### config.mk
export PLATFORM = sky130hd
export DESIGN_NAME = clock_output_and_pll_init
export DESIGN_NICKNAME = d
export VERILOG_FILES = /design/src/rtl/clk_pll_pkg.sv /design/src/rtl/clock_output_and_pll_init.sv /design/src/rtl/nmi_sync.sv
export SDC_FILE = /design/constraint.sdc
export NUM_CORES = 1
export LEC_CHECK = 0
export BUFFER_PORTS_ARGS = -buffer_cell sky130_fd_sc_hd__buf_2
export CAP_MARGIN = 40
export CORE_MARGIN = 4
export CORE_UTILIZATION = 38
export CTS_BUF_LIST = sky130_fd_sc_hd__clkbuf_2
export CTS_CLUSTER_SIZE = 30
export DETAILED_ROUTE_END_ITERATION = 10
export PLACE_DENSITY_LB_ADDON = 0.3
export SYNTH_ARGS = -nofsm -noshare
export SYNTH_HDL_FRONTEND = slang
export SYNTH_SLANG_ARGS = --single-unit
export TNS_END_PERCENT = 50
### constraint.sdc
create_clock -name clk -period 4.7 [get_ports clk]
set_clock_uncertainty 0.2 [all_clocks]
set_input_delay 0.94 -clock clk [delete_from_list [all_inputs] [get_ports clk]]
set_output_delay 0.94 -clock clk [all_outputs]
set_load 0.05 [all_outputs]
### src/rtl/clk_pll_pkg.sv
// Package for the clock output and PLL start-up block.
// Assumes a single 20 MHz system clock standing in for the crystal input.
package clk_pll_pkg;

  // Clock rate and frequency limit
  localparam int unsigned CLK_FREQ_HZ     = 20000000;
  localparam int unsigned MAX_OUT_FREQ_HZ = 100000000;

  // PLL factor widths and reset values
  localparam int unsigned FACTOR_W        = 4;
  localparam logic [3:0]  MUL_FACTOR_RST  = 4'h1;
  localparam logic [3:0]  DIV_FACTOR_RST  = 4'h1;

  // Control register field positions
  localparam int unsigned PLL_EN_POS      = 0;
  localparam logic        PLL_EN_RST      = 1'b0;

  // Clock source selection
  typedef enum logic [1:0]
  {
    SRC_HALF   = 2'b00,
    SRC_DIRECT = 2'b01,
    SRC_SCALED = 2'b10
  } clk_src_type;

  // PLL configuration carried together
  typedef struct packed
  {
    logic [3:0] mulFactor;
    logic [3:0] divFactor;
  } pll_cfg_type;

  // Clock output status carried together
  typedef struct packed
  {
    logic        pllEnabled;
    clk_src_type source;
    logic        freqValid;
  } clk_status_type;

endpackage : clk_pll_pkg

### src/rtl/clock_output_and_pll_init.sv
// Clock output generation, PLL start-up capture and interrupt request capture.
// Assumes clk is the oscillator clock from crystal or external source.
`timescale 1ns/100ps
module clock_output_and_pll_init
  import clk_pll_pkg::*;
(
  // Clock and reset
  input  wire logic           clk,
  input  wire logic           rst_n,
  // Start-up and configuration
  input  wire logic           pll_startup_select,
  input  wire pll_cfg_type    pllCfg,
  input  wire logic           extClockMode,
  input  wire logic [31:0]    opFreqHz,
  // Interrupt request pin
  input  wire logic           nmiReq_n,
  // Clock and crystal outputs
  output logic                clock_output,
  output logic                crystal_drive_output,
  output logic                coreClkEn,
  // Status
  output logic                pll_enable_bit,
  output clk_status_type      status,
  output logic                dramAllowed,
  output logic                nmiRequest
);

  // Internal state
  logic        pllEn_reg;
  logic        rstSeen_reg;
  logic        half_reg;
  logic        clock_output_reg;
  logic        crystalDrv_reg;
  logic        dramOk_reg;
  clk_src_type src_next;
  clk_src_type src_reg;
  logic        coreEn;
  logic        freqOk;
  logic        nmiSampleEn;

  // Source decode from the enable bit and both factors
  function automatic clk_src_type decode_source
  (
    input logic        pllOn,
    input pll_cfg_type cfg
  );
    clk_src_type src;
    src = SRC_HALF;
    if (pllOn)
    begin
      if (cfg.mulFactor == MUL_FACTOR_RST && cfg.divFactor == DIV_FACTOR_RST)
      begin
        src = SRC_DIRECT;
      end
      else
      begin
        src = SRC_SCALED;
      end
    end
    return src;
  endfunction : decode_source

  // Frequency limit for memory accesses and the freqValid status only
  function automatic logic freq_in_range
  (
    input logic [31:0] freq
  );
    return (freq <= MAX_OUT_FREQ_HZ);
  endfunction : freq_in_range

  // Start-up pin copied on every edge while reset is held; no
  // asynchronous reset here, so reset must span at least one edge
  always_ff @(posedge clk)
  begin
    if (!rst_n)
    begin
      pllEn_reg <= pll_startup_select;
    end
  end

  // Marks the first edge after reset release
  always_ff @(posedge clk or negedge rst_n)
  begin
    if (!rst_n)
    begin
      rstSeen_reg <= 1'b0;
    end
    else
    begin
      rstSeen_reg <= 1'b1;
    end
  end

  // Source selection
  always_comb
  begin
    src_next = decode_source(pllEn_reg, pllCfg);
  end

  always_ff @(posedge clk or negedge rst_n)
  begin
    if (!rst_n)
    begin
      src_reg <= SRC_HALF;
    end
    else
    begin
      src_reg <= src_next;
    end
  end

  // Half-rate toggle, the core clock enable while the PLL is off
  always_ff @(posedge clk or negedge rst_n)
  begin
    if (!rst_n)
    begin
      half_reg <= 1'b0;
    end
    else
    begin
      half_reg <= ~half_reg;
    end
  end

  // Core clock enable per source
  always_comb
  begin
    unique case (src_reg)
      SRC_HALF:
      begin
        coreEn = half_reg;
      end
      SRC_DIRECT:
      begin
        coreEn = 1'b1;
      end
      SRC_SCALED:
      begin
        coreEn = 1'b1;
      end
      default:
      begin
        coreEn = half_reg;
      end
    endcase
  end

  // Clock output from its own toggle, reset and flipped every edge like
  // half_reg, so the two never drift apart in phase
  always_ff @(posedge clk or negedge rst_n)
  begin
    if (!rst_n)
    begin
      clock_output_reg <= 1'b0;
    end
    else if (src_reg == SRC_HALF)
    begin
      clock_output_reg <= ~clock_output_reg;
    end
    else
    begin
      clock_output_reg <= ~clock_output_reg & coreEn;
    end
  end

  // Crystal drive only when a crystal is fitted
  always_ff @(posedge clk or negedge rst_n)
  begin
    if (!rst_n)
    begin
      crystalDrv_reg <= 1'b0;
    end
    else if (extClockMode)
    begin
      crystalDrv_reg <= 1'b0;
    end
    else
    begin
      crystalDrv_reg <= ~crystalDrv_reg;
    end
  end

  // Frequency limit for memory accesses and the freqValid status
  assign freqOk = freq_in_range(opFreqHz);

  // Memory accesses barred above the limit
  always_ff @(posedge clk or negedge rst_n)
  begin
    if (!rst_n)
    begin
      dramOk_reg <= 1'b0;
    end
    else
    begin
      dramOk_reg <= freqOk;
    end
  end

  // Interrupt edges only count after reset, on core clock cycles
  assign nmiSampleEn = rstSeen_reg & coreEn;

  nmi_sync u_nmi_sync
  (
    .clk      (clk),
    .rst_n    (rst_n),
    .sampleEn (nmiSampleEn),
    .nmiReq_n (nmiReq_n),
    .nmiPulse (nmiRequest)
  );

  // Outputs
  assign clock_output         = clock_output_reg;
  assign crystal_drive_output = crystalDrv_reg;
  assign coreClkEn            = coreEn;
  assign pll_enable_bit       = pllEn_reg;
  assign dramAllowed          = dramOk_reg;
  assign status               = '{pllEnabled: pllEn_reg, source: src_reg, freqValid: dramOk_reg};

endmodule : clock_output_and_pll_init

### src/rtl/nmi_sync.sv
// Two-stage synchroniser and falling-edge detector for the interrupt request.
// Assumes the request pin may change at any time relative to clk.
`timescale 1ns/100ps
module nmi_sync
  import clk_pll_pkg::*;
(
  // Clock and reset
  input  wire logic clk,
  input  wire logic rst_n,
  // Sampling enable and request
  input  wire logic sampleEn,
  input  wire logic nmiReq_n,
  // Request pulse
  output logic      nmiPulse
);

  logic syncA_reg;
  logic syncB_reg;
  logic last_reg;
  logic pulse_reg;

  always_ff @(posedge clk or negedge rst_n)
  begin
    if (!rst_n)
    begin
      syncA_reg <= 1'b1;
      syncB_reg <= 1'b1;
    end
    else
    begin
      syncA_reg <= nmiReq_n;
      syncB_reg <= syncA_reg;
    end
  end

  always_ff @(posedge clk or negedge rst_n)
  begin
    if (!rst_n)
    begin
      last_reg  <= 1'b1;
      pulse_reg <= 1'b0;
    end
    else
    begin
      pulse_reg <= 1'b0;
      if (sampleEn)
      begin
        last_reg  <= syncB_reg;
        pulse_reg <= last_reg & ~syncB_reg;
      end
    end
  end

  assign nmiPulse = pulse_reg;

endmodule : nmi_sync

==> results by group <==
Worst hold path
  • Worst min-delay path class: register to register
  • HP Start: u_nmi_sync.syncA_reg$_DFF_PN1_
  • Hold Path End: u_nmi_sync.syncB_reg$_DFF_PN1_
  • Min-Delay Path Depth: 0

Timing
  • Fmax: between 0.3 and 0.4 GHz
  • Final hold vios: 0
  • Max-slew violation count: 0
  • Number of setup violations in the final report: 0
  • Setup WS post-layout: ~2.2 ns
  • Post-route minimum period: about 2.5 ns
  • RSZ-0062 raised after global routing: false
  • Hold_ws: around 0.16 ns
  • Final setup TNS: 0 ns
  • Period utilization: a little over half

Clocking
  • Clock Latency Late Sink: 0.25 ns
  • Clock Tree Root: clkbuf_2
  • CTS Buf Count: 3
  • Clk buf depth: 2
  • Post-CTS Hold Buffers: 0
  • Postcts setup bufs: 0
  • CTS Sinks: 12
  • Clk slew on worst S/H paths: 0.11 ns
  • CTS resizes: 0
  • H-tree depth: 1
  • CTS tree: built

Die
  • Full die area: 2130 um^2
  • Die width: 46.1 um
  • DIE HEIGHT: approximately 46 um
  • Core Region: between 1000 and 1500 um^2
  • Starting Density: between 40 and 50%
  • I/O pin count: 55
  • Std-Cell Rows: 13

Route
  • Top routing layer used: met4
  • 1st-iter DRT viols: 2
  • WL met1: roughly 460 um
  • DR WL met3: between 150 and 200 um
  • Final WL: between 1000 and 1500 um
  • DR pass1 iterations: 3
  • Final routed DRC violation total: 0
  • Post-DRT Antenna Nets: 0
  • Vias/cell: 4.79
  • Wire per inst: 11.3 um
  • Vias: around 580
  • Metal2 WL: between 700 and 800 um

GRT
  • Largest net degree at the start of global routing: 13
  • Global router's overall resource usage: 14.0%
  • Initial antenna violation count: 0
  • Global-route wire length before repair: 2020 um
  • Vias in the first global route: 516
  • GR Overflow Total: 0

Synthesis
  • Number of register bits inferred by synthesis: 12
  • Post-synth cell types: 29
  • Avg Cell Area, Syn: 11.3 um^2
  • Seq/Total Area, Yosys: a little under three fifths
  • Syn_nets: 95
  • Synthesized instance count: 49
  • Synth warn: 0
  • Netlist Area Pre-Place: between 500 and 600 um^2

Power
  • Power per Cell Area: ~240 nW/um^2
  • Pleak: approximately 0.46 nW
  • Max VDD drop: 147 uV

Cells and area
  • Final Util: between 60 and 70%
  • Layout cell share with drive strength beyond 1: around three fifths
  • Layout Nets: 152
  • Final Cell Area: about 840 um^2
  • Largest register FFs: 2
  • Ant. Diodes: 0
  • Filler Cells Inserted: ~120
  • Synthesis-to-finish area growth: 53.1%

Critical path
  • R2r endpoint: u_nmi_sync.last_reg$_DFFE_PN1P_
  • Arr. time, crit path: around 1.4 ns
  • Reg2Reg Setup Slack: between 3 and 4 ns
  • R2R depth: 5
  • CP endpoint kind: output pin
  • Critical path peak fanout: 3
  • Data required, critical path: roughly 3.6 ns
  • CP Launch Type: register
  • Crit Path Class: register to output pin
  • Reg2reg start: src_reg[0]$_DFF_PN0_

Placement
  • Routability cong.: about 0.64
  • Post-DP HPWL: ~1200 um
  • Port Buffers: 54
  • Setup slack at placement: between 2 and 2.5 ns
  • Placed inst area: ~830 um^2

Flow run
  • Max_cap viols: 0

Outcome
  • Status: finished, final reports clean
[critical path, cell delays in order, from the launching register on]
cell     delay [ns]
dfrtp_1        0.35
inv_1          0.04
ha_1           0.27
or2_1          0.24
buf_2          0.22
[layer usage]
| layer | GRT usage, % | vias to the layer above |
|---|---|---|
| met1 | 14.0 | 247 |
| met3 | 2.34 | 2 |
| li1 | - | 285 |
| met5 | 0 | - |
| met2 | 27.2 | 41 |
| met4 | 6.82 | 0 |
[cells by family after synthesis]
| kind of cell | Yosys count | synth area share (%) |
|---|---|---|
| and+or+nand+nor | 24 | 29.0 |
| muxes | 1 | 2.04 |
| buffers and inverters | 6 | 5.44 |
| adders and majority gates | 1 | 2.27 |
| AOI/OAI and AO/OA | 4 | 4.53 |
| other | 1 | 0.680 |
| DFF | 12 | 56.0 |
[area by class of cell]
cell class / count / area [um^2] / area share (%)
Timing Repair Buffer: 54 / 270 / 32.0
Clock inverter: 1 / 3.75 / 0.444
Clock buffer: 3 / 15.0 / 1.78
Inverter: 4 / 15.0 / 1.78
Multi-Input combinational cell: 31 / 213 / 25.2
Sequential cell: 12 / 309 / 36.6
Tap cell: 15 / 18.8 / 2.22
[cells in the mapped netlist]
| master | n | area [um^2] |
|---|---|---|
| or2_1 | 1 | 6.26 |
| ha_1 | 1 | 12.5 |
| or4_4 | 1 | 11.3 |
| nand4bb_1 | 1 | 11.3 |
| nor4_2 | 1 | 12.5 |
| nor3b_1 | 1 | 7.51 |
| buf_4 | 2 | 15.0 |
| edfxtp_1 | 1 | 30.0 |
| dfrtp_1 | 8 | 200 |
| o21ai_1 | 1 | 5.00 |
| nand4b_1 | 1 | 8.76 |
| nor4_1 | 1 | 6.26 |
| or4b_1 | 1 | 10.0 |
| a21oi_1 | 1 | 5.00 |
| conb_1 | 1 | 3.75 |
| dfstp_2 | 3 | 78.8 |
| nand4_1 | 2 | 12.5 |
| mux2_1 | 1 | 11.3 |
| nand2_1 | 3 | 11.3 |
| o21a_1 | 1 | 7.51 |
| nor3_1 | 1 | 5.00 |
| nand3_1 | 1 | 5.00 |
| nor2_1 | 4 | 15.0 |
| nor4b_1 | 2 | 17.5 |
| and3_1 | 1 | 6.26 |
| a21boi_0 | 1 | 7.51 |
| or3_1 | 1 | 6.26 |
| inv_1 | 4 | 15.0 |
| or4_1 | 1 | 7.51 |
[placed cells by master (no fill, tap or decap), drive strengths merged, types with 2 or more instances in the layout]
cell	n
buf	54
dfrtp	8
inv	4
nor2	4
nand2	3
clkbuf	3
dfstp	3
nor4b	2
nand4	2
or4	2
nor4	2
[how the worst max path moves through the flow]
stage	to	start	cells after the start
after CTS	coreClkEn	src_reg[0]$_DFF_PN0_	4
final	coreClkEn	src_reg[0]$_DFF_PN0_	4
after global routing	coreClkEn	src_reg[1]$_DFF_PN0_	4
after detailed placement	dramAllowed$_DFF_PN0_	opFreqHz[9]	5
after global placement	dramAllowed$_DFF_PN0_	opFreqHz[9]	5
after floorplan	coreClkEn	src_reg[0]$_DFF_PN0_	3
[stage by stage]
stage,power [mW],instances
2_1_floorplan,0.134,49
3_3_place_gp,0.156,116
3_5_place_dp,0.158,116
4_1_cts,0.208,120
5_1_grt,0.214,120
6_report,0.205,120
[where the power goes]
group	switching, mW	leakage [nW]	internal [mW]
clock network	0.0313	0.0140	0.0185
registers	0.00206	0.143	0.111
logic	0.0229	0.300	0.0191
Power figures use the tool's default switching activity.
